[src/verilog/sfr_init_pkg.sv]
// Constants and types for the special function register initialiser
package sfr_init_pkg;

	// ----------------------------------------------------------------
	// Register file geometry
	// ----------------------------------------------------------------
	localparam int NUM_REGS  = 35;           // Registers held by the block
	localparam int ADDR_W    = 6;            // Avalon word address width
	localparam int PC_W      = 21;           // Program counter width

	// Word index of each register (byte address is four times the index)
	localparam int IDX_PTR1_HIGH   = 0;
	localparam int IDX_PTR1_LOW    = 1;
	localparam int IDX_BANK_SEL    = 2;
	localparam int IDX_PTR2_HIGH   = 3;
	localparam int IDX_PTR2_LOW    = 4;
	localparam int IDX_ALU_FLAGS   = 5;
	localparam int IDX_T0_HIGH     = 6;
	localparam int IDX_T0_LOW      = 7;
	localparam int IDX_T0_CTRL     = 8;
	localparam int IDX_OSC_CTRL    = 9;
	localparam int IDX_LVD_CTRL    = 10;
	localparam int IDX_WDOG_CTRL   = 11;
	localparam int IDX_RST_CAUSE   = 12;
	localparam int IDX_T1_HIGH     = 13;
	localparam int IDX_T1_LOW      = 14;
	localparam int IDX_T1_CTRL     = 15;
	localparam int IDX_T2_COUNT    = 16;
	localparam int IDX_T2_PERIOD   = 17;
	localparam int IDX_T2_CTRL     = 18;
	localparam int IDX_SP_BUFFER   = 19;
	localparam int IDX_SP_ADDRESS  = 20;
	localparam int IDX_SP_STATUS   = 21;
	localparam int IDX_SP_CTRL_A   = 22;
	localparam int IDX_SP_CTRL_B   = 23;
	localparam int IDX_STK_UPPER   = 24;
	localparam int IDX_STK_HIGH    = 25;
	localparam int IDX_STK_LOW     = 26;
	localparam int IDX_STK_PTR     = 27;
	localparam int IDX_PA_LATCH    = 28;
	localparam int IDX_PA_DIR      = 29;
	localparam int IDX_PA_PINS     = 30;
	localparam int IDX_OSC_MODE    = 31;
	localparam int IDX_LONG_WRITE  = 32;
	localparam int IDX_IRQ_CTRL    = 33;
	localparam int IDX_PERIPH_REQ  = 34;

	// ----------------------------------------------------------------
	// Initial values, defined-value maps and bit masks
	// ----------------------------------------------------------------
	// Value loaded on a reset where the register has a defined entry
	localparam logic [7:0] REG_INIT [NUM_REGS] = '{
		8'h00, 8'h00, 8'h00, 8'h00, 8'h00, 8'h00, 8'h00, 8'h00,
		8'hff, 8'h00, 8'h05, 8'h00, 8'h1e, 8'h00, 8'h00, 8'h00,
		8'h00, 8'hff, 8'h00, 8'h00, 8'h00, 8'h00, 8'h00, 8'h00,
		8'h00, 8'h00, 8'h00, 8'h00, 8'h00, 8'hff, 8'h00, 8'h00,
		8'h01, 8'h00, 8'h00};
	// Implemented bits; all others read zero
	localparam logic [7:0] REG_IMPL [NUM_REGS] = '{
		8'h0f, 8'hff, 8'h0f, 8'h0f, 8'hff, 8'h1f, 8'hff, 8'hff,
		8'hff, 8'h01, 8'h3f, 8'h01, 8'hdf, 8'hff, 8'hff, 8'hbf,
		8'hff, 8'hff, 8'h7f, 8'hff, 8'hff, 8'hff, 8'hff, 8'hff,
		8'h1f, 8'hff, 8'hff, 8'hdf, 8'hff, 8'hff, 8'hff, 8'h07,
		8'h01, 8'hff, 8'hff};
	localparam logic [NUM_REGS-1:0] COLD_DEF = 35'h6aff68f0d; // Set on power-on, brown-out
	localparam logic [NUM_REGS-1:0] WARM_DEF = 35'h62ff60f0d; // Set on the other resets
	localparam logic [NUM_REGS-1:0] WAKE_DEF = 35'h000020000; // Set on wake-up
	localparam logic [7:0] RST_CAUSE_WR   = 8'hc3;           // Software-writable bits
	localparam logic [7:0] SP_STATUS_WR   = 8'hc0;
	localparam logic [7:0] LVD_CTRL_WR    = 8'h1f;
	localparam logic [7:0] RST_CAUSE_COLD = 8'h1c;           // Fixed part, cold reset
	localparam logic [7:0] PA_BIT6        = 8'h40;           // Oscillator-gated bit
	localparam logic [7:0] IRQ_FALLBACK   = 8'h01;           // Wake flag if none given
	localparam int         PA_GATED_BIT   = 6;

	// ----------------------------------------------------------------
	// Vectors and oscillator modes
	// ----------------------------------------------------------------
	localparam logic [PC_W-1:0] VEC_HIGH = 21'h000008;
	localparam logic [PC_W-1:0] VEC_LOW  = 21'h000018;
	localparam logic [2:0] OSC_EXT_CLOCK_IO = 3'h5;      // Mode codes are arbitrary
	localparam logic [2:0] OSC_RC_IO        = 3'h7;

	// Highest-priority reset or wake event seen in a cycle
	typedef enum logic [3:0] {
		EV_NONE       = 4'h0,
		EV_POWER_ON   = 4'h1,
		EV_BROWN_OUT  = 4'h2,
		EV_MASTER_CLR = 4'h3,
		EV_WATCHDOG   = 4'h4,
		EV_INSTR      = 4'h5,
		EV_STACK      = 4'h6,
		EV_WAKE_WDOG  = 4'h7,
		EV_WAKE_IRQ   = 4'h8
	} event_t;

endpackage

[src/verilog/sfr_reset_initializer.sv]
// Special function register file with reset and wake-up initialisation
module sfr_reset_initializer (
	input  wire logic                          clk_i,
	input  wire logic                          reset_n_i,
	input  wire logic                          clk_en_i,
	// Avalon-MM slave
	input  wire logic [sfr_init_pkg::ADDR_W-1:0] address_i,
	input  wire logic                          read_i,
	input  wire logic                          write_i,
	input  wire logic [31:0]                   writedata_i,
	input  wire logic [3:0]                    byteenable_i,
	output logic      [31:0]                   readdata_o,
	output logic                               waitrequest_o,
	// Reset and wake events from the reset source logic
	input  wire logic                          power_on_i,
	input  wire logic                          brown_out_i,
	input  wire logic                          master_clear_i,
	input  wire logic                          watchdog_reset_i,
	input  wire logic                          instr_reset_i,
	input  wire logic                          stack_reset_i,
	input  wire logic                          wake_watchdog_i,
	input  wire logic                          wake_irq_i,
	input  wire logic [2:0]                    reset_cause_q_i,
	// Processor core
	input  wire logic [sfr_init_pkg::PC_W-1:0] pc_i,
	input  wire logic                          wake_irq_high_i,
	input  wire logic                          global_high_irq_enable_i,
	input  wire logic                          global_low_irq_enable_i,
	input  wire logic [7:0]                    wake_irq_flags_i,
	input  wire logic [7:0]                    wake_periph_flags_i,
	output logic                               pc_load_o,
	output logic      [sfr_init_pkg::PC_W-1:0] pc_vector_o,
	// Port A
	input  wire logic [7:0]                    port_a_pins_i,
	output logic      [7:0]                    port_a_latch_o,
	output logic      [7:0]                    port_a_direction_o,
	output logic                               long_write_enable_o
);

	// ----------------------------------------------------------------
	// Declarations
	// ----------------------------------------------------------------
	logic [7:0]                  regs_q [sfr_init_pkg::NUM_REGS];  // Register array
	logic [7:0]                  regs_d [sfr_init_pkg::NUM_REGS];  // Next register values
	logic [7:0]                  pins_meta_q;                       // First sync stage
	logic [7:0]                  pins_sync_q;                       // Second sync stage
	logic                        wait_q;                            // Waitrequest flop
	logic [31:0]                 rdata_q;                           // Read data flop
	logic                        pc_load_q;                         // Vector load pulse
	logic [sfr_init_pkg::PC_W-1:0] pc_vec_q;                        // Vector value
	sfr_init_pkg::event_t        ev;                                // Event this cycle
	logic                        bus_req;                           // Read or write pending
	logic                        addr_ok;                           // Address is mapped
	logic                        wr_fire;                           // Write commits now
	logic                        vector_take;                       // Interrupt wake vectors

	// ----------------------------------------------------------------
	// Helper functions
	// ----------------------------------------------------------------
	// True when the oscillator mode frees port A bit 6
	function automatic logic osc_io_mode(input logic [7:0] osc);
		return (osc[2:0] == sfr_init_pkg::OSC_EXT_CLOCK_IO) ||
		       (osc[2:0] == sfr_init_pkg::OSC_RC_IO);
	endfunction

	// Bits of a register that exist right now
	function automatic logic [7:0] live_mask(input int idx, input logic [7:0] osc);
		logic [7:0] m;
		m = sfr_init_pkg::REG_IMPL[idx];
		if ((idx >= sfr_init_pkg::IDX_PA_LATCH) && (idx <= sfr_init_pkg::IDX_PA_PINS) &&
		    !osc_io_mode(osc))
			m = m & ~sfr_init_pkg::PA_BIT6;
		return m;
	endfunction

	// Bits that software may write
	function automatic logic [7:0] write_mask(input int idx);
		case (idx)
			sfr_init_pkg::IDX_RST_CAUSE: return sfr_init_pkg::RST_CAUSE_WR;
			sfr_init_pkg::IDX_SP_STATUS: return sfr_init_pkg::SP_STATUS_WR;
			sfr_init_pkg::IDX_LVD_CTRL:  return sfr_init_pkg::LVD_CTRL_WR;
			sfr_init_pkg::IDX_PA_PINS:   return 8'h00;
			default:                     return 8'hff;
		endcase
	endfunction

	// ----------------------------------------------------------------
	// Event priority
	// ----------------------------------------------------------------
	// Colder resets win over warmer ones, any reset over a wake-up
	always_comb
	begin
		if (power_on_i)             ev = sfr_init_pkg::EV_POWER_ON;
		else if (brown_out_i)       ev = sfr_init_pkg::EV_BROWN_OUT;
		else if (master_clear_i)    ev = sfr_init_pkg::EV_MASTER_CLR;
		else if (watchdog_reset_i)  ev = sfr_init_pkg::EV_WATCHDOG;
		else if (instr_reset_i)     ev = sfr_init_pkg::EV_INSTR;
		else if (stack_reset_i)     ev = sfr_init_pkg::EV_STACK;
		else if (wake_watchdog_i)   ev = sfr_init_pkg::EV_WAKE_WDOG;
		else if (wake_irq_i)        ev = sfr_init_pkg::EV_WAKE_IRQ;
		else                        ev = sfr_init_pkg::EV_NONE;
	end

	// Bus decode
	assign bus_req     = read_i || write_i;
	assign addr_ok     = (address_i < 6'(sfr_init_pkg::NUM_REGS));
	assign wr_fire     = write_i && !wait_q && byteenable_i[0] && addr_ok;
	assign vector_take = (ev == sfr_init_pkg::EV_WAKE_IRQ) &&
	                     (global_high_irq_enable_i || global_low_irq_enable_i);

	// ----------------------------------------------------------------
	// Next register values
	// ----------------------------------------------------------------
	// Bus write first, then the event, then hardware side effects
	always_comb
	begin
		for (int i = 0; i < sfr_init_pkg::NUM_REGS; i++)
		begin
			regs_d[i] = regs_q[i];
			// Software write through the writable bits
			if (wr_fire && (address_i == 6'(i)))
				regs_d[i] = (regs_q[i] & ~write_mask(i)) | (writedata_i[7:0] & write_mask(i));
			// Defined entries load; the rest are left alone
			case (ev)
				sfr_init_pkg::EV_POWER_ON,
				sfr_init_pkg::EV_BROWN_OUT:
					if (sfr_init_pkg::COLD_DEF[i]) regs_d[i] = sfr_init_pkg::REG_INIT[i];
				sfr_init_pkg::EV_MASTER_CLR,
				sfr_init_pkg::EV_WATCHDOG,
				sfr_init_pkg::EV_INSTR,
				sfr_init_pkg::EV_STACK:
					if (sfr_init_pkg::WARM_DEF[i]) regs_d[i] = sfr_init_pkg::REG_INIT[i];
				sfr_init_pkg::EV_WAKE_WDOG,
				sfr_init_pkg::EV_WAKE_IRQ:
					if (sfr_init_pkg::WAKE_DEF[i]) regs_d[i] = sfr_init_pkg::REG_INIT[i];
				default: ;  // Unknown and unchanged entries hold
			endcase
		end

		// Reset cause: fixed part plus the condition bits
		case (ev)
			sfr_init_pkg::EV_POWER_ON,
			sfr_init_pkg::EV_BROWN_OUT:
				regs_d[sfr_init_pkg::IDX_RST_CAUSE] = sfr_init_pkg::RST_CAUSE_COLD |
					{6'h00, reset_cause_q_i[0], 1'b0};
			sfr_init_pkg::EV_MASTER_CLR,
			sfr_init_pkg::EV_WATCHDOG,
			sfr_init_pkg::EV_INSTR,
			sfr_init_pkg::EV_STACK:
				regs_d[sfr_init_pkg::IDX_RST_CAUSE] = {4'h1, reset_cause_q_i[2:1],
					regs_q[sfr_init_pkg::IDX_RST_CAUSE][1:0]};
			sfr_init_pkg::EV_WAKE_WDOG,
			sfr_init_pkg::EV_WAKE_IRQ:
				regs_d[sfr_init_pkg::IDX_RST_CAUSE][3:2] = reset_cause_q_i[2:1];
			default: ;
		endcase

		// Long write enable clears on power-on and master clear only
		if ((ev == sfr_init_pkg::EV_POWER_ON) || (ev == sfr_init_pkg::EV_MASTER_CLR))
			regs_d[sfr_init_pkg::IDX_LONG_WRITE] = 8'h00;

		// Interrupt wake with a global enable pushes the program counter
		if (vector_take)
		begin
			regs_d[sfr_init_pkg::IDX_STK_UPPER] = {3'h0, pc_i[20:16]};
			regs_d[sfr_init_pkg::IDX_STK_HIGH]  = pc_i[15:8];
			regs_d[sfr_init_pkg::IDX_STK_LOW]   = pc_i[7:0];
			regs_d[sfr_init_pkg::IDX_STK_PTR]   = {regs_q[sfr_init_pkg::IDX_STK_PTR][7:5],
				regs_q[sfr_init_pkg::IDX_STK_PTR][4:0] + 5'h01};
		end

		// Wake source flags; setting wins over a software clear
		if (ev == sfr_init_pkg::EV_WAKE_IRQ)
		begin
			regs_d[sfr_init_pkg::IDX_IRQ_CTRL] = regs_d[sfr_init_pkg::IDX_IRQ_CTRL] |
				wake_irq_flags_i;
			regs_d[sfr_init_pkg::IDX_PERIPH_REQ] = regs_d[sfr_init_pkg::IDX_PERIPH_REQ] |
				wake_periph_flags_i;
			if ((wake_irq_flags_i | wake_periph_flags_i) == 8'h00)
				regs_d[sfr_init_pkg::IDX_IRQ_CTRL] = regs_d[sfr_init_pkg::IDX_IRQ_CTRL] |
					sfr_init_pkg::IRQ_FALLBACK;
		end

		// Pin register follows the synchronised pins
		regs_d[sfr_init_pkg::IDX_PA_PINS] = pins_sync_q;

		// Strip bits that do not exist in the present mode
		for (int i = 0; i < sfr_init_pkg::NUM_REGS; i++)
			regs_d[i] = regs_d[i] & live_mask(i, regs_q[sfr_init_pkg::IDX_OSC_MODE]);
	end

	// ----------------------------------------------------------------
	// Register array
	// ----------------------------------------------------------------
	// Asynchronous reset loads REG_INIT, masked to the live bits, into every register, so the reset cause reads 8'h1e (bit 0 clear) and long write enable is set
	always_ff @(posedge clk_i or negedge reset_n_i)
	begin
		if (!reset_n_i)
			for (int i = 0; i < sfr_init_pkg::NUM_REGS; i++)
				regs_q[i] <= sfr_init_pkg::REG_INIT[i] &
					live_mask(i, sfr_init_pkg::REG_INIT[sfr_init_pkg::IDX_OSC_MODE]);
		else if (clk_en_i)
			for (int i = 0; i < sfr_init_pkg::NUM_REGS; i++)
				regs_q[i] <= regs_d[i];
	end

	// ----------------------------------------------------------------
	// Pin synchroniser
	// ----------------------------------------------------------------
	// Two stages before any logic reads the pins
	always_ff @(posedge clk_i or negedge reset_n_i)
	begin
		if (!reset_n_i)
		begin
			pins_meta_q <= 8'h00;
			pins_sync_q <= 8'h00;
		end
		else if (clk_en_i)
		begin
			pins_meta_q <= port_a_pins_i;
			pins_sync_q <= pins_meta_q;
		end
	end

	// ----------------------------------------------------------------
	// Avalon-MM handshake
	// ----------------------------------------------------------------
	// One wait cycle: data captured, then waitrequest drops for a cycle
	always_ff @(posedge clk_i or negedge reset_n_i)
	begin
		if (!reset_n_i)
		begin
			wait_q  <= 1'b1;
			rdata_q <= 32'h0000_0000;
		end
		else if (clk_en_i)
		begin
			if (bus_req && wait_q)
			begin
				wait_q <= 1'b0;
				// Unmapped words read zero
				rdata_q <= addr_ok ? {24'h00_0000, regs_q[address_i]} : 32'h0000_0000;
			end
			else
				wait_q <= 1'b1;
		end
	end

	// ----------------------------------------------------------------
	// Interrupt vector load
	// ----------------------------------------------------------------
	// High-priority wake goes to the high vector, else the low one
	always_ff @(posedge clk_i or negedge reset_n_i)
	begin
		if (!reset_n_i)
		begin
			pc_load_q <= 1'b0;
			pc_vec_q  <= 21'h000000;
		end
		else if (clk_en_i)
		begin
			pc_load_q <= vector_take;
			if (vector_take)
				pc_vec_q <= wake_irq_high_i ? sfr_init_pkg::VEC_HIGH : sfr_init_pkg::VEC_LOW;
		end
	end

	// Outputs straight from flops
	assign readdata_o          = rdata_q;
	assign waitrequest_o       = wait_q;
	assign pc_load_o           = pc_load_q;
	assign pc_vector_o         = pc_vec_q;
	assign port_a_latch_o      = regs_q[sfr_init_pkg::IDX_PA_LATCH];
	assign port_a_direction_o  = regs_q[sfr_init_pkg::IDX_PA_DIR];
	assign long_write_enable_o = regs_q[sfr_init_pkg::IDX_LONG_WRITE][0];

	logic warm_ev;  // Any reset other than the cold ones
	assign warm_ev = (ev == sfr_init_pkg::EV_MASTER_CLR) || (ev == sfr_init_pkg::EV_WATCHDOG) ||
	                 (ev == sfr_init_pkg::EV_INSTR) || (ev == sfr_init_pkg::EV_STACK);
endmodule // sfr_reset_initializer

[config.mk]
export PLATFORM = sky130hd
export DESIGN_NAME = sfr_reset_initializer
export DESIGN_NICKNAME = d
export VERILOG_FILES = /design/src/verilog/sfr_init_pkg.sv /design/src/verilog/sfr_reset_initializer.sv
export SDC_FILE = /design/constraint.sdc
export NUM_CORES = 1
export LEC_CHECK = 0
export BUFFER_PORTS_ARGS = -buffer_cell sky130_fd_sc_hd__buf_4
export CAP_MARGIN = 20
export CORE_UTILIZATION = 51
export DETAILED_ROUTE_END_ITERATION = 6
export PLACE_DENSITY = 0.72
export SETUP_SLACK_MARGIN = 0.4
export SYNTH_ARGS = -nofsm -noshare
export SYNTH_HDL_FRONTEND = slang
export SYNTH_SLANG_ARGS = --single-unit
[constraint.sdc]
create_clock -name clk_i -period 3 [get_ports clk_i]
set_clock_uncertainty 0.1 [all_clocks]
set_input_delay 0.6 -clock clk_i [delete_from_list [all_inputs] [get_ports clk_i]]
set_output_delay 0.6 -clock clk_i [all_outputs]
set_load 0.05 [all_outputs]
[Yosys cells after proc, flatten, opt, wreduce, memory -nomap -nowiden]
Cells that the tools add are included.
Operators by class
  add/subtract/negate cells: 1
  magnitude comparators: 2
  equality and inequality tests: 43
  multiplexer cells: 103
  bitwise gates (word level): 145
  reduce and logical (&&, ||, !) cells: 110
Operators by type and width (number)
  $mux W8: 54
  $and A8 B8 Y8: 49
  $or A8 B8 Y8: 26
  $not A8 Y8: 23
  $eq A6 B5 Y1 const B: 15
  $mux W4: 18
  $reduce_and A2 Y1: 33
  $bmux W8 S6: 1
  $eq A6 B4 Y1 const B: 8
  $logic_and A1 B1 Y1: 39
  $reduce_bool A2 Y1: 19
  $mux W29: 1
  $mux W7: 4
  $mux W5: 5
  $and A4 B4 Y4: 6
  $eq A6 B3 Y1 const B: 4
  $and A5 B5 Y5: 4
  $eq A6 B6 Y1 const B: 3
  $mux W6: 3
  $eq A4 B3 Y1 const B: 4
  $mux W16: 1
  $reduce_bool A3 Y1: 5
  $and A7 B7 Y7: 2
  $and A6 B6 Y6: 2
  36 further kinds: 75
Word-level totals
  flip-flop bits (word level): 301
  output and inout port bits: 72

[Logic depth before layout (Yosys ltp)]
Gate-level depths: netlist of run 1.
  depth in word-level cells: 14
  gate-level depth with buffers: 10

[Least setup slack after synthesis of run 1]
Ideal clock, no wire load.
  path type: input to register
  start: input port address_i[1] (netlist name)
  end: register regs_q[6] (netlist name)
  library setup time: 0.127 ns
  arrival: 2.245 ns
  data required time: 2.773 ns
  path slack: 0.528 ns
  stages on the path: 8
  path buffers: 2
  cell sequence: buf_2 -> and2_4 -> buf_6 -> o41a_4 -> nor3_4 -> a31oi_4 -> a222oi_1 -> inv_1
On the way
  cells in the longest elaborated chain, start to end: 7
  elaborated cells on any way between the ends: 8
  those cells by class: 1 x order compare; 1 x eq/ne; 3 x mux; 1 x bitwise; 2 x reduce/logical
RTL lines
  start, declared: line sfr_reset_initializer.sv:7  | input wire logic [sfr_init_pkg::ADDR_W-1:0] address_i,
  $lt A6 B6 Y1: line sfr_reset_initializer.sv:106  | assign addr_ok = (address_i < 6'(sfr_init_pkg::NUM_REGS));
  $logic_and A1 B1 Y1: line sfr_reset_initializer.sv:107  | assign wr_fire = write_i && !wait_q && byteenable_i[0] && addr_ok;
  $logic_and A1 B1 Y1 *: line sfr_reset_initializer.sv:121  | if (wr_fire && (address_i == 6'(i)))
  $mux W8 *: line sfr_reset_initializer.sv:121
  $mux W8 *
  $or A8 B8 Y8: line sfr_reset_initializer.sv:177  | regs_d[sfr_init_pkg::IDX_PERIPH_REQ] = regs_d[sfr_init_pkg::IDX_PERIPH_REQ] |
  $mux W16 *: line sfr_reset_initializer.sv:173  | if (ev == sfr_init_pkg::EV_WAKE_IRQ)
  end signal, assigned by index: line sfr_reset_initializer.sv:200  | regs_q[i] <= sfr_init_pkg::REG_INIT[i] &
  end signal, assigned by index: line sfr_reset_initializer.sv:204  | regs_q[i] <= regs_d[i];
  end, declared: line sfr_reset_initializer.sv:43  | logic [7:0] regs_q [sfr_init_pkg::NUM_REGS];
Mark *: on every way between the ends. The rest lies on a longest branch, timed or not.
A chain may end at the register's enable or synchronous reset.

[Worst setup path in the final report of run 1]
  start: input port watchdog_reset_i
  end: register regs_q[6] (netlist name)
On the way
  cells in the longest elaborated chain, start to end: 9
  elaborated cells on any way between the ends: 15
  those cells by class: 7 x eq/ne; 6 x mux; 1 x bitwise; 1 x reduce/logical
RTL lines
  start, declared: line sfr_reset_initializer.sv:18  | input wire logic watchdog_reset_i,
  $mux W4 *: line sfr_reset_initializer.sv:96  | else if (watchdog_reset_i) ev = sfr_init_pkg::EV_WATCHDOG;
  $mux W4 *: line sfr_reset_initializer.sv:95  | else if (master_clear_i) ev = sfr_init_pkg::EV_MASTER_CLR;
  $mux W4 *: line sfr_reset_initializer.sv:94  | else if (brown_out_i) ev = sfr_init_pkg::EV_BROWN_OUT;
  $mux W4 *: line sfr_reset_initializer.sv:93  | if (power_on_i) ev = sfr_init_pkg::EV_POWER_ON;
  $eq A4 B1 Y1, or another cell as far along: line sfr_reset_initializer.sv:124  | case (ev)
  $reduce_or A6 Y1 (no source line)
  $mux W8
  $or A8 B8 Y8: line sfr_reset_initializer.sv:177
  $mux W16 *: line sfr_reset_initializer.sv:173
Marks and branches as above.

==> impl_results.html, run 1 <==
<table>
<tr><th>Metric</th><th>Value</th></tr>
<tr><th colspan="2">Synthesis</th></tr>
<tr><td>EDFF count, synth</td><td>0</td></tr>
<tr><td>Portion of netlist area occupied by mux cells</td><td>18.1%</td></tr>
<tr><td>Post-synthesis xor/xnor area fraction</td><td>0%</td></tr>
<tr><td>Distinct cell type count of the synthesized netlist</td><td>71</td></tr>
<tr><td>Synthesized-area fraction occupied by ao, oa, aoi and oai cells</td><td>14.4%</td></tr>
<tr><td>Fraction of the yosys area taken by sequential cells</td><td>50.0%</td></tr>
<tr><td>Dominant synthesized flop cell</td><td>dfrtp_1</td></tr>
<tr><td>Flip-flop and latch count after synthesis</td><td>251</td></tr>
<tr><td>Synthesized area</td><td>12600 um^2</td></tr>
<tr><td>Syn_area_per_cell</td><td>11.2 um^2</td></tr>
<tr><td>Warnings from Yosys</td><td>0</td></tr>
<tr><td>Synthesized-area fraction occupied by adder cells</td><td>0.0990%</td></tr>
<tr><td>Number of cells produced by synthesis</td><td>1126</td></tr>
<tr><td>Post-synthesis async set-or-reset flop share</td><td>100%</td></tr>
<tr><td>Share of synthesized cell area in and, or, nand and nor gates</td><td>10.4%</td></tr>
<tr><td>Dominant combinational cell family by area after synthesis</td><td>multiplexers</td></tr>
<tr><th colspan="2">Placement</th></tr>
<tr><td>HPWL Detailed</td><td>25700 um</td></tr>
<tr><td>Count of input and output buffers</td><td>107</td></tr>
<tr><td>Weighted congestion at the end of routability-driven global placement</td><td>0.921</td></tr>
<tr><th colspan="2">STA</th></tr>
<tr><td>Tcrit/Tclk final</td><td>80.2%</td></tr>
<tr><td>Max-slew violation count</td><td>0</td></tr>
<tr><td>Worst slew margin relative to its limit</td><td>49.9%</td></tr>
<tr><td>Setup repair after global routing missed its margin</td><td>false</td></tr>
<tr><td>Final critical delay including setup and external delays</td><td>2410 ps</td></tr>
<tr><td>Endpoints failing hold</td><td>0</td></tr>
<tr><td>F_max</td><td>416 MHz</td></tr>
<tr><td>Final-layout setup total negative slack</td><td>0 ps</td></tr>
<tr><td>Worst slew pin tran</td><td>746 ps</td></tr>
<tr><td>Number of failing setup endpoints in the final timing report</td><td>0</td></tr>
<tr><td>Smallest hold slack</td><td>147 ps</td></tr>
<tr><th colspan="2">GRT</th></tr>
<tr><td>Antenna violations before repair</td><td>1</td></tr>
<tr><td>Global route overflow</td><td>0</td></tr>
<tr><td>GR Util met2</td><td>45.5%</td></tr>
<tr><td>Met3 Usage GRT</td><td>6.69%</td></tr>
<tr><td>Overall track demand over capacity in global routing</td><td>29.3%</td></tr>
<tr><td>Number of global-route vias before repair</td><td>9757</td></tr>
<tr><td>Layer carrying the most global-route usage</td><td>met2</td></tr>
<tr><td>Pin count of the biggest net entering global routing</td><td>113</td></tr>
<tr><td>Met1 track demand over resource in global routing</td><td>40.3%</td></tr>
<tr><td>Global-route wire length before repair</td><td>57100 um</td></tr>
<tr><th colspan="2">Detailed routing</th></tr>
<tr><td>Initial DRC count</td><td>1275</td></tr>
<tr><td>DRC viols</td><td>10</td></tr>
<tr><td>Final wirelength</td><td>36700 um</td></tr>
<tr><td>Vias after detailed routing</td><td>9952</td></tr>
<tr><td>First-pass iteration count of the detailed router</td><td>7</td></tr>
<tr><td>Routed Antenna Nets</td><td>0</td></tr>
<tr><td>Ratio of routed vias to standard cells</td><td>6.26</td></tr>
<tr><td>Detailed-route wire length per cell</td><td>23.1 um</td></tr>
<tr><th colspan="2">Pwr</th></tr>
<tr><td>Leakage Power</td><td>6.92 nW</td></tr>
<tr><td>Worst supply voltage drop on vdd</td><td>0.000477 V</td></tr>
<tr><td>Power density of the placed cells</td><td>535 nW/um^2</td></tr>
<tr><th colspan="2">Clock tree</th></tr>
<tr><td>Inserted Clock Buffers</td><td>26</td></tr>
<tr><td>Clock H-tree levels</td><td>1</td></tr>
<tr><td>Clock latency on the worst-skew pair</td><td>540 ps</td></tr>
<tr><td>Clk sinks</td><td>251</td></tr>
<tr><td>Bufs on Longest Clock Path</td><td>3</td></tr>
<tr><td>Clock tree from TritonCTS</td><td>yes</td></tr>
<tr><td>Post-CTS Repair Setup Buffers</td><td>0</td></tr>
<tr><td>Clock edge transition at the registers on the reported setup and hold paths</td><td>60 ps</td></tr>
<tr><td>Cell at the root of the clock tree</td><td>clkbuf_16</td></tr>
<tr><th colspan="2">Floorplan</th></tr>
<tr><td>Placeable core region</td><td>24300 um^2</td></tr>
<tr><td>Overall die area</td><td>25400 um^2</td></tr>
<tr><td>Top Ports</td><td>178</td></tr>
<tr><td>Die Wd</td><td>159 um</td></tr>
<tr><td>Standard-cell row count</td><td>57</td></tr>
<tr><td>Starting density of the core</td><td>52.0%</td></tr>
<tr><td>Y dimension of the die</td><td>159 um</td></tr>
<tr><th colspan="2">Setup path</th></tr>
<tr><td>Critical Path End Type</td><td>register</td></tr>
<tr><td>Maximum fanout along the worst path</td><td>16</td></tr>
<tr><td>Crit path DAT</td><td>2770 ps</td></tr>
<tr><td>Classification of the worst setup path</td><td>input pin to register</td></tr>
<tr><td>Kind of start point of the critical path</td><td>input pin</td></tr>
<tr><td>Required arrival time at the worst endpoint</td><td>3370 ps</td></tr>
<tr><th colspan="2">Layout</th></tr>
<tr><td>Nets</td><td>1352</td></tr>
<tr><td>Most common cell after layout, fill and taps aside</td><td>dfrtp_1</td></tr>
<tr><td>Area growth from synthesis to final layout</td><td>17.2%</td></tr>
<tr><td>Leading cell types in the layout, fill and taps excluded</td><td>dfrtp_1, buf_4, mux2_2</td></tr>
<tr><td>Layout filler cell count</td><td>1963</td></tr>
<tr><td>Layout cell share with drive strength beyond 1</td><td>33.1%</td></tr>
<tr><th colspan="2">Run</th></tr>
<tr><td>Max-capacitance violation count</td><td>0</td></tr>
<tr><th colspan="2">Hold path</th></tr>
<tr><td>Worst min-delay path category</td><td>input pin to register</td></tr>
<tr><th colspan="2">Run status</th></tr>
<tr><td>Run status</td><td>finished, violations left</td></tr>
<tr><td>Failing checks</td><td>DRC</td></tr>
</table>
what timing repair did:
action                                  in CTS  in global routing
resized for setup                            0                  1
endpoints found under the setup margin       0                  1
hold buffers                                 1                  0
hold endpoints to repair                    22                  0
logic make-up (layout without fill, tap and decap cells):
group           Yosys count  count (layout)
mux                     176             176
flops                   251             251
compound gates          259             259
other cells               1              44
buf+inv                 160             257
simple gates            278             278
fa+ha+maj                 1               1
critical path, stage by stage:
cell	delay, ps
buf_4	100
or4_1	650
nor2_1	300
buf_12	200
nand2_1	150
nor4b_4	500
a222oi_1	160
inv_1	80
synth_stat cells, types with 4 or more instances:
cell type / n / area, um^2
dfrtp_1: 220 / 5510
mux2_2: 119 / 1340
nand2_1: 115 / 432
o21ai_0: 77 / 385
buf_4: 63 / 473
nor2_1: 51 / 191
clkbuf_1: 38 / 143
nand3_1: 38 / 190
a22o_1: 33 / 289
a21oi_1: 31 / 155
dfstp_2: 31 / 815
mux4_2: 30 / 676
mux2i_1: 27 / 270
inv_1: 25 / 93.8
buf_2: 21 / 105
a22oi_1: 19 / 143
nor3_1: 16 / 80.1
a222oi_1: 13 / 130
buf_1: 10 / 37.5
a31oi_1: 9 / 56.3
o21ai_1: 9 / 45.0
o22a_1: 9 / 78.8
a221oi_1: 7 / 61.3
and3_1: 7 / 43.8
nand2b_1: 7 / 43.8
nor2b_1: 7 / 43.8
o22ai_1: 6 / 37.5
o31ai_1: 6 / 45.0
a32o_1: 5 / 50.1
and2_1: 5 / 31.3
nor4_1: 5 / 31.3
o32ai_1: 5 / 43.8
or2_2: 4 / 25.0
final cells by class:
| cell class | instances | area (um^2) | share of cell area (%) |
|---|---|---|---|
| tap | 324 | 405 | 2.74 |
| multi-input combinational | 757 | 5600 | 37.8 |
| clock inverter | 3 | 40.0 | 0.270 |
| sequential | 251 | 6320 | 42.7 |
| clock buffer | 45 | 843 | 5.69 |
| timing repair buffer | 183 | 1500 | 10.1 |
| inverter | 26 | 97.6 | 0.659 |
| antenna | 1 | 2.50 | 0.0169 |
state kept, by name (all words and copies together), names as in the netlist, 2 cells and up:
register and count:
readdata_o 8, pc_vector_o 2, pins_meta_q 8, port_a_latch_o 8, port_a_direction_o 8, pins_sync_q 8, regs_q 206
routing by layer:
layer	routed length, um	vias up
met5	0	-
met4	1260	0
met3	3630	92
met2	17000	551
met1	14900	5022
li1	-	4287
final timing paths:
kind	startpoint	endpoint	slack, ps	cells past startpoint
setup / recovery	watchdog_reset_i	regs_q[6]$_DFFE_PN0P_	590	8
setup reg to reg	waitrequest_o$_DFFE_PN1P_	regs_q[266]$_DFFE_PN0P_	700	5
max in group asynchronous	reset_n_i	regs_q[266]$_DFFE_PN0P_	1500	3
hold / removal	wake_irq_high_i	pc_vector_o[4]$_DFFE_PN0P_	150	2
hold reg to reg	regs_q[178]$_DFFE_PN1P_	regs_q[178]$_DFFE_PN1P_	360	2
min in group asynchronous	reset_n_i	regs_q[226]$_DFFE_PN0P_	410	2
per-stage QoR:
step                power [W]  setup WS [ps]  area (um^2)  std cells  utilization [%]
finish                0.00793            594        14800       1590             60.9
global route          0.00816            519        14800       1590             60.9
CTS                   0.00795            625        14800       1588             60.8
detailed placement    0.00467            100        13900       1539             57.2
global placement      0.00465            147        13900       1539             57.2
floorplan             0.00428            528        12800       1168                -
where the power goes:
part           internal [W]  total [W]  switching [W]  leakage, nW
logic              0.000353    0.00105       0.000700         3.15
registers           0.00350    0.00357      0.0000678         3.33
clock network       0.00198    0.00330        0.00132        0.436
total               0.00584    0.00793        0.00209         6.92
Note: power is estimated with default switching activity, not from simulation.
==> run 2: changes to the inputs <==
--- a/config.mk
+++ b/config.mk
@@ -9,7 +9,7 @@
 export CAP_MARGIN = 20
 export CORE_UTILIZATION = 51
 export DETAILED_ROUTE_END_ITERATION = 6
-export PLACE_DENSITY = 0.72
+export PLACE_DENSITY = 0.75
 export SETUP_SLACK_MARGIN = 0.4
 export SYNTH_ARGS = -nofsm -noshare
 export SYNTH_HDL_FRONTEND = slang
==> constraint.sdc (replaced) <==
create_clock -name clk_i -period 2.15 [get_ports clk_i]
set_clock_uncertainty 0.1 [all_clocks]
set_input_delay 0.43 -clock clk_i [delete_from_list [all_inputs] [get_ports clk_i]]
set_output_delay 0.43 -clock clk_i [all_outputs]
set_load 0.05 [all_outputs]
==> impl_results.html, run 2 (same netlist as run 1, synthesis figures left out) <==
<table>
<tr><th>Metric</th><th>Value</th></tr>
<tr><th colspan="2">Clock tree</th></tr>
<tr><td>Clock H-tree levels</td><td>1</td></tr>
<tr><td>Clock tree from TritonCTS</td><td>yes</td></tr>
<tr><td>Cell at the root of the clock tree</td><td>clkbuf_16</td></tr>
<tr><td>Inserted Clock Buffers</td><td>26</td></tr>
<tr><td>Clock latency on the worst-skew pair</td><td>550 ps</td></tr>
<tr><td>Clk sinks</td><td>251</td></tr>
<tr><td>Clock edge transition at the registers on the reported setup and hold paths</td><td>80 ps</td></tr>
<tr><td>Bufs on Longest Clock Path</td><td>3</td></tr>
<tr><th colspan="2">Setup path</th></tr>
<tr><td>Crit path DAT</td><td>2670 ps</td></tr>
<tr><td>Critical Path End Type</td><td>register</td></tr>
<tr><td>Maximum fanout along the worst path</td><td>6</td></tr>
<tr><td>Kind of start point of the critical path</td><td>register</td></tr>
<tr><td>Classification of the worst setup path</td><td>register to register</td></tr>
<tr><td>Required arrival time at the worst endpoint</td><td>2480 ps</td></tr>
<tr><td>R2R setup slack</td><td>-190 ps</td></tr>
<tr><th colspan="2">GRT</th></tr>
<tr><td>Number of global-route vias before repair</td><td>11600</td></tr>
<tr><td>Overall track demand over capacity in global routing</td><td>34.4%</td></tr>
<tr><td>Pin count of the biggest net entering global routing</td><td>64</td></tr>
<tr><td>Global route overflow</td><td>0</td></tr>
<tr><td>Global-route wire length before repair</td><td>67300 um</td></tr>
<tr><td>Antenna violations before repair</td><td>5</td></tr>
<tr><th colspan="2">Layout</th></tr>
<tr><td>Area growth from synthesis to final layout</td><td>45.1%</td></tr>
<tr><td>Leading cell types in the layout, fill and taps excluded</td><td>buf_4, dfrtp_1, mux2_2</td></tr>
<tr><td>Share of the core filled with cells in the final layout</td><td>75.4%</td></tr>
<tr><td>Register ranked first by flip-flop count</td><td>regs_q</td></tr>
<tr><td>Max FFs per register</td><td>206</td></tr>
<tr><td>Most common cell after layout, fill and taps aside</td><td>buf_4</td></tr>
<tr><td>Layout filler cell count</td><td>1284</td></tr>
<tr><td>Nets</td><td>1510</td></tr>
<tr><td>Layout cell share with drive strength beyond 1</td><td>56.6%</td></tr>
<tr><th colspan="2">Detailed routing</th></tr>
<tr><td>Final wirelength</td><td>52300 um</td></tr>
<tr><td>DRC viols</td><td>10</td></tr>
<tr><td>Routed Antenna Nets</td><td>0</td></tr>
<tr><td>Detailed-route wire length per cell</td><td>29.9 um</td></tr>
<tr><td>Ratio of routed vias to standard cells</td><td>6.97</td></tr>
<tr><td>Vias after detailed routing</td><td>12200</td></tr>
<tr><td>First-pass iteration count of the detailed router</td><td>7</td></tr>
<tr><td>Initial DRC count</td><td>1932</td></tr>
<tr><th colspan="2">STA</th></tr>
<tr><td>Number of failing setup endpoints in the final timing report</td><td>7</td></tr>
<tr><td>Max-slew violation count</td><td>0</td></tr>
<tr><td>Smallest hold slack</td><td>0.693 ps</td></tr>
<tr><td>F_max</td><td>427 MHz</td></tr>
<tr><td>Final-layout setup total negative slack</td><td>-372 ps</td></tr>
<tr><td>Worst slew pin tran</td><td>708 ps</td></tr>
<tr><td>Final critical delay including setup and external delays</td><td>2340 ps</td></tr>
<tr><td>Endpoints failing hold</td><td>0</td></tr>
<tr><td>Worst slew margin relative to its limit</td><td>52.5%</td></tr>
<tr><td>Setup repair after global routing missed its margin</td><td>true</td></tr>
<tr><td>Final worst-path setup slack</td><td>-191 ps</td></tr>
<tr><td>Tcrit/Tclk final</td><td>109%</td></tr>
<tr><th colspan="2">Floorplan</th></tr>
<tr><td>Starting density of the core</td><td>52.0%</td></tr>
<tr><td>Overall die area</td><td>25400 um^2</td></tr>
<tr><td>Standard-cell row count</td><td>57</td></tr>
<tr><td>Die Wd</td><td>159 um</td></tr>
<tr><td>Placeable core region</td><td>24300 um^2</td></tr>
<tr><td>Top Ports</td><td>178</td></tr>
<tr><td>Y dimension of the die</td><td>159 um</td></tr>
<tr><th colspan="2">Run status</th></tr>
<tr><td>Run status</td><td>finished, violations left</td></tr>
<tr><td>Failing checks</td><td>DRC, setup timing</td></tr>
<tr><th colspan="2">Hold path</th></tr>
<tr><td>Worst min-delay path category</td><td>input pin to register</td></tr>
<tr><th colspan="2">Pwr</th></tr>
<tr><td>Power density of the placed cells</td><td>648 nW/um^2</td></tr>
<tr><td>Worst supply voltage drop on vdd</td><td>0.000637 V</td></tr>
<tr><td>Leakage Power</td><td>8.51 nW</td></tr>
<tr><th colspan="2">Placement</th></tr>
<tr><td>Weighted congestion at the end of routability-driven global placement</td><td>0.951</td></tr>
<tr><td>Count of input and output buffers</td><td>107</td></tr>
<tr><td>HPWL Detailed</td><td>27700 um</td></tr>
<tr><td>Setup slack after placement</td><td>-387 ps</td></tr>
<tr><th colspan="2">Run</th></tr>
<tr><td>Max-capacitance violation count</td><td>0</td></tr>
</table>
-- run 2: cell count changes in the layout (fill, tap and decap cells not counted), sizes merged --
cell,change
buf,+154
clkinv,+5
clkbuf,-4
bufinv,+2
diode,+2
dlygate4sd3,+1
-- run 2: layout make-up --
class / instances / area (um^2) / share of cell area (%)
multi-input cells: 757 / 7170 / 39.1
well taps: 324 / 405 / 2.21
clock inverters: 10 / 125 / 0.682
repair buffers: 341 / 3440 / 18.8
inverters: 26 / 97.6 / 0.532
flip-flops and latches: 251 / 6320 / 34.4
clock buffers: 38 / 777 / 4.23
diodes: 3 / 7.51 / 0.0409
-- run 2: metrics by stage --
step	cell area [um^2]	cells	total power, W
floorplan	13300	1168	0.00604
global placement	15100	1620	0.00666
detailed placement	15100	1620	0.00669
CTS	17200	1713	0.0115
global route	18300	1748	0.0122
finish	18300	1750	0.0119
-- run 2: worst paths after layout --
path | startpoint | end | depth (start not counted)
worst min register to register | regs_q[178]$_DFFE_PN1P_ | regs_q[178]$_DFFE_PN1P_ | 2
max in group asynchronous | reset_n_i | regs_q[99]$_DFFE_PN0P_ | 3
worst min-delay path | wake_periph_flags_i[0] | regs_q[0]$_DFFE_PN0P_ | 3
worst max-delay path | waitrequest_o$_DFFE_PN1P_ | regs_q[102]$_DFFE_PN0P_ | 7
min in group asynchronous | reset_n_i | port_a_latch_o[4]$_DFFE_PN0P_ | 2
worst max register to register | waitrequest_o$_DFFE_PN1P_ | regs_q[102]$_DFFE_PN0P_ | 7
-- run 2: what timing repair did --
item / CTS / global route
setup endpoints to repair: 228 / 233
endpoints found under the hold margin: 36 / 0
hold buffers: 2 / 0
pin swaps: 85 / 94
setup buffers: 37 / 30
gates resized for setup: 202 / 192
gates cloned: 6 / 4
-- run 2: metal layers --
metal / part of all wire, % / vias up / GRT usage [%]
met5: 0.13 / - / 0
met4: 8.6 / 6 / 17.4
met3: 13 / 440 / 10.5
met2: 43 / 1210 / 53.9
met1: 34 / 5933 / 43.2
li1: - / 4615 / -
-- run 2: critical path, cell delays in order (launching register included) --
cell and delay [ps]:
dfstp_2 550, nand3b_1 270, buf_6 190, nor2_4 50, and3_4 220, a21oi_4 280
buf_12 190, a22o_1 360
-- run 2: power by group --
group	leakage (nW)	switching, W	internal [W]
Sequential	3.33	0.000124	0.00489
Clock	0.452	0.00201	0.00286
Combinational	4.72	0.00127	0.000743
Total	8.51	0.00340	0.00849
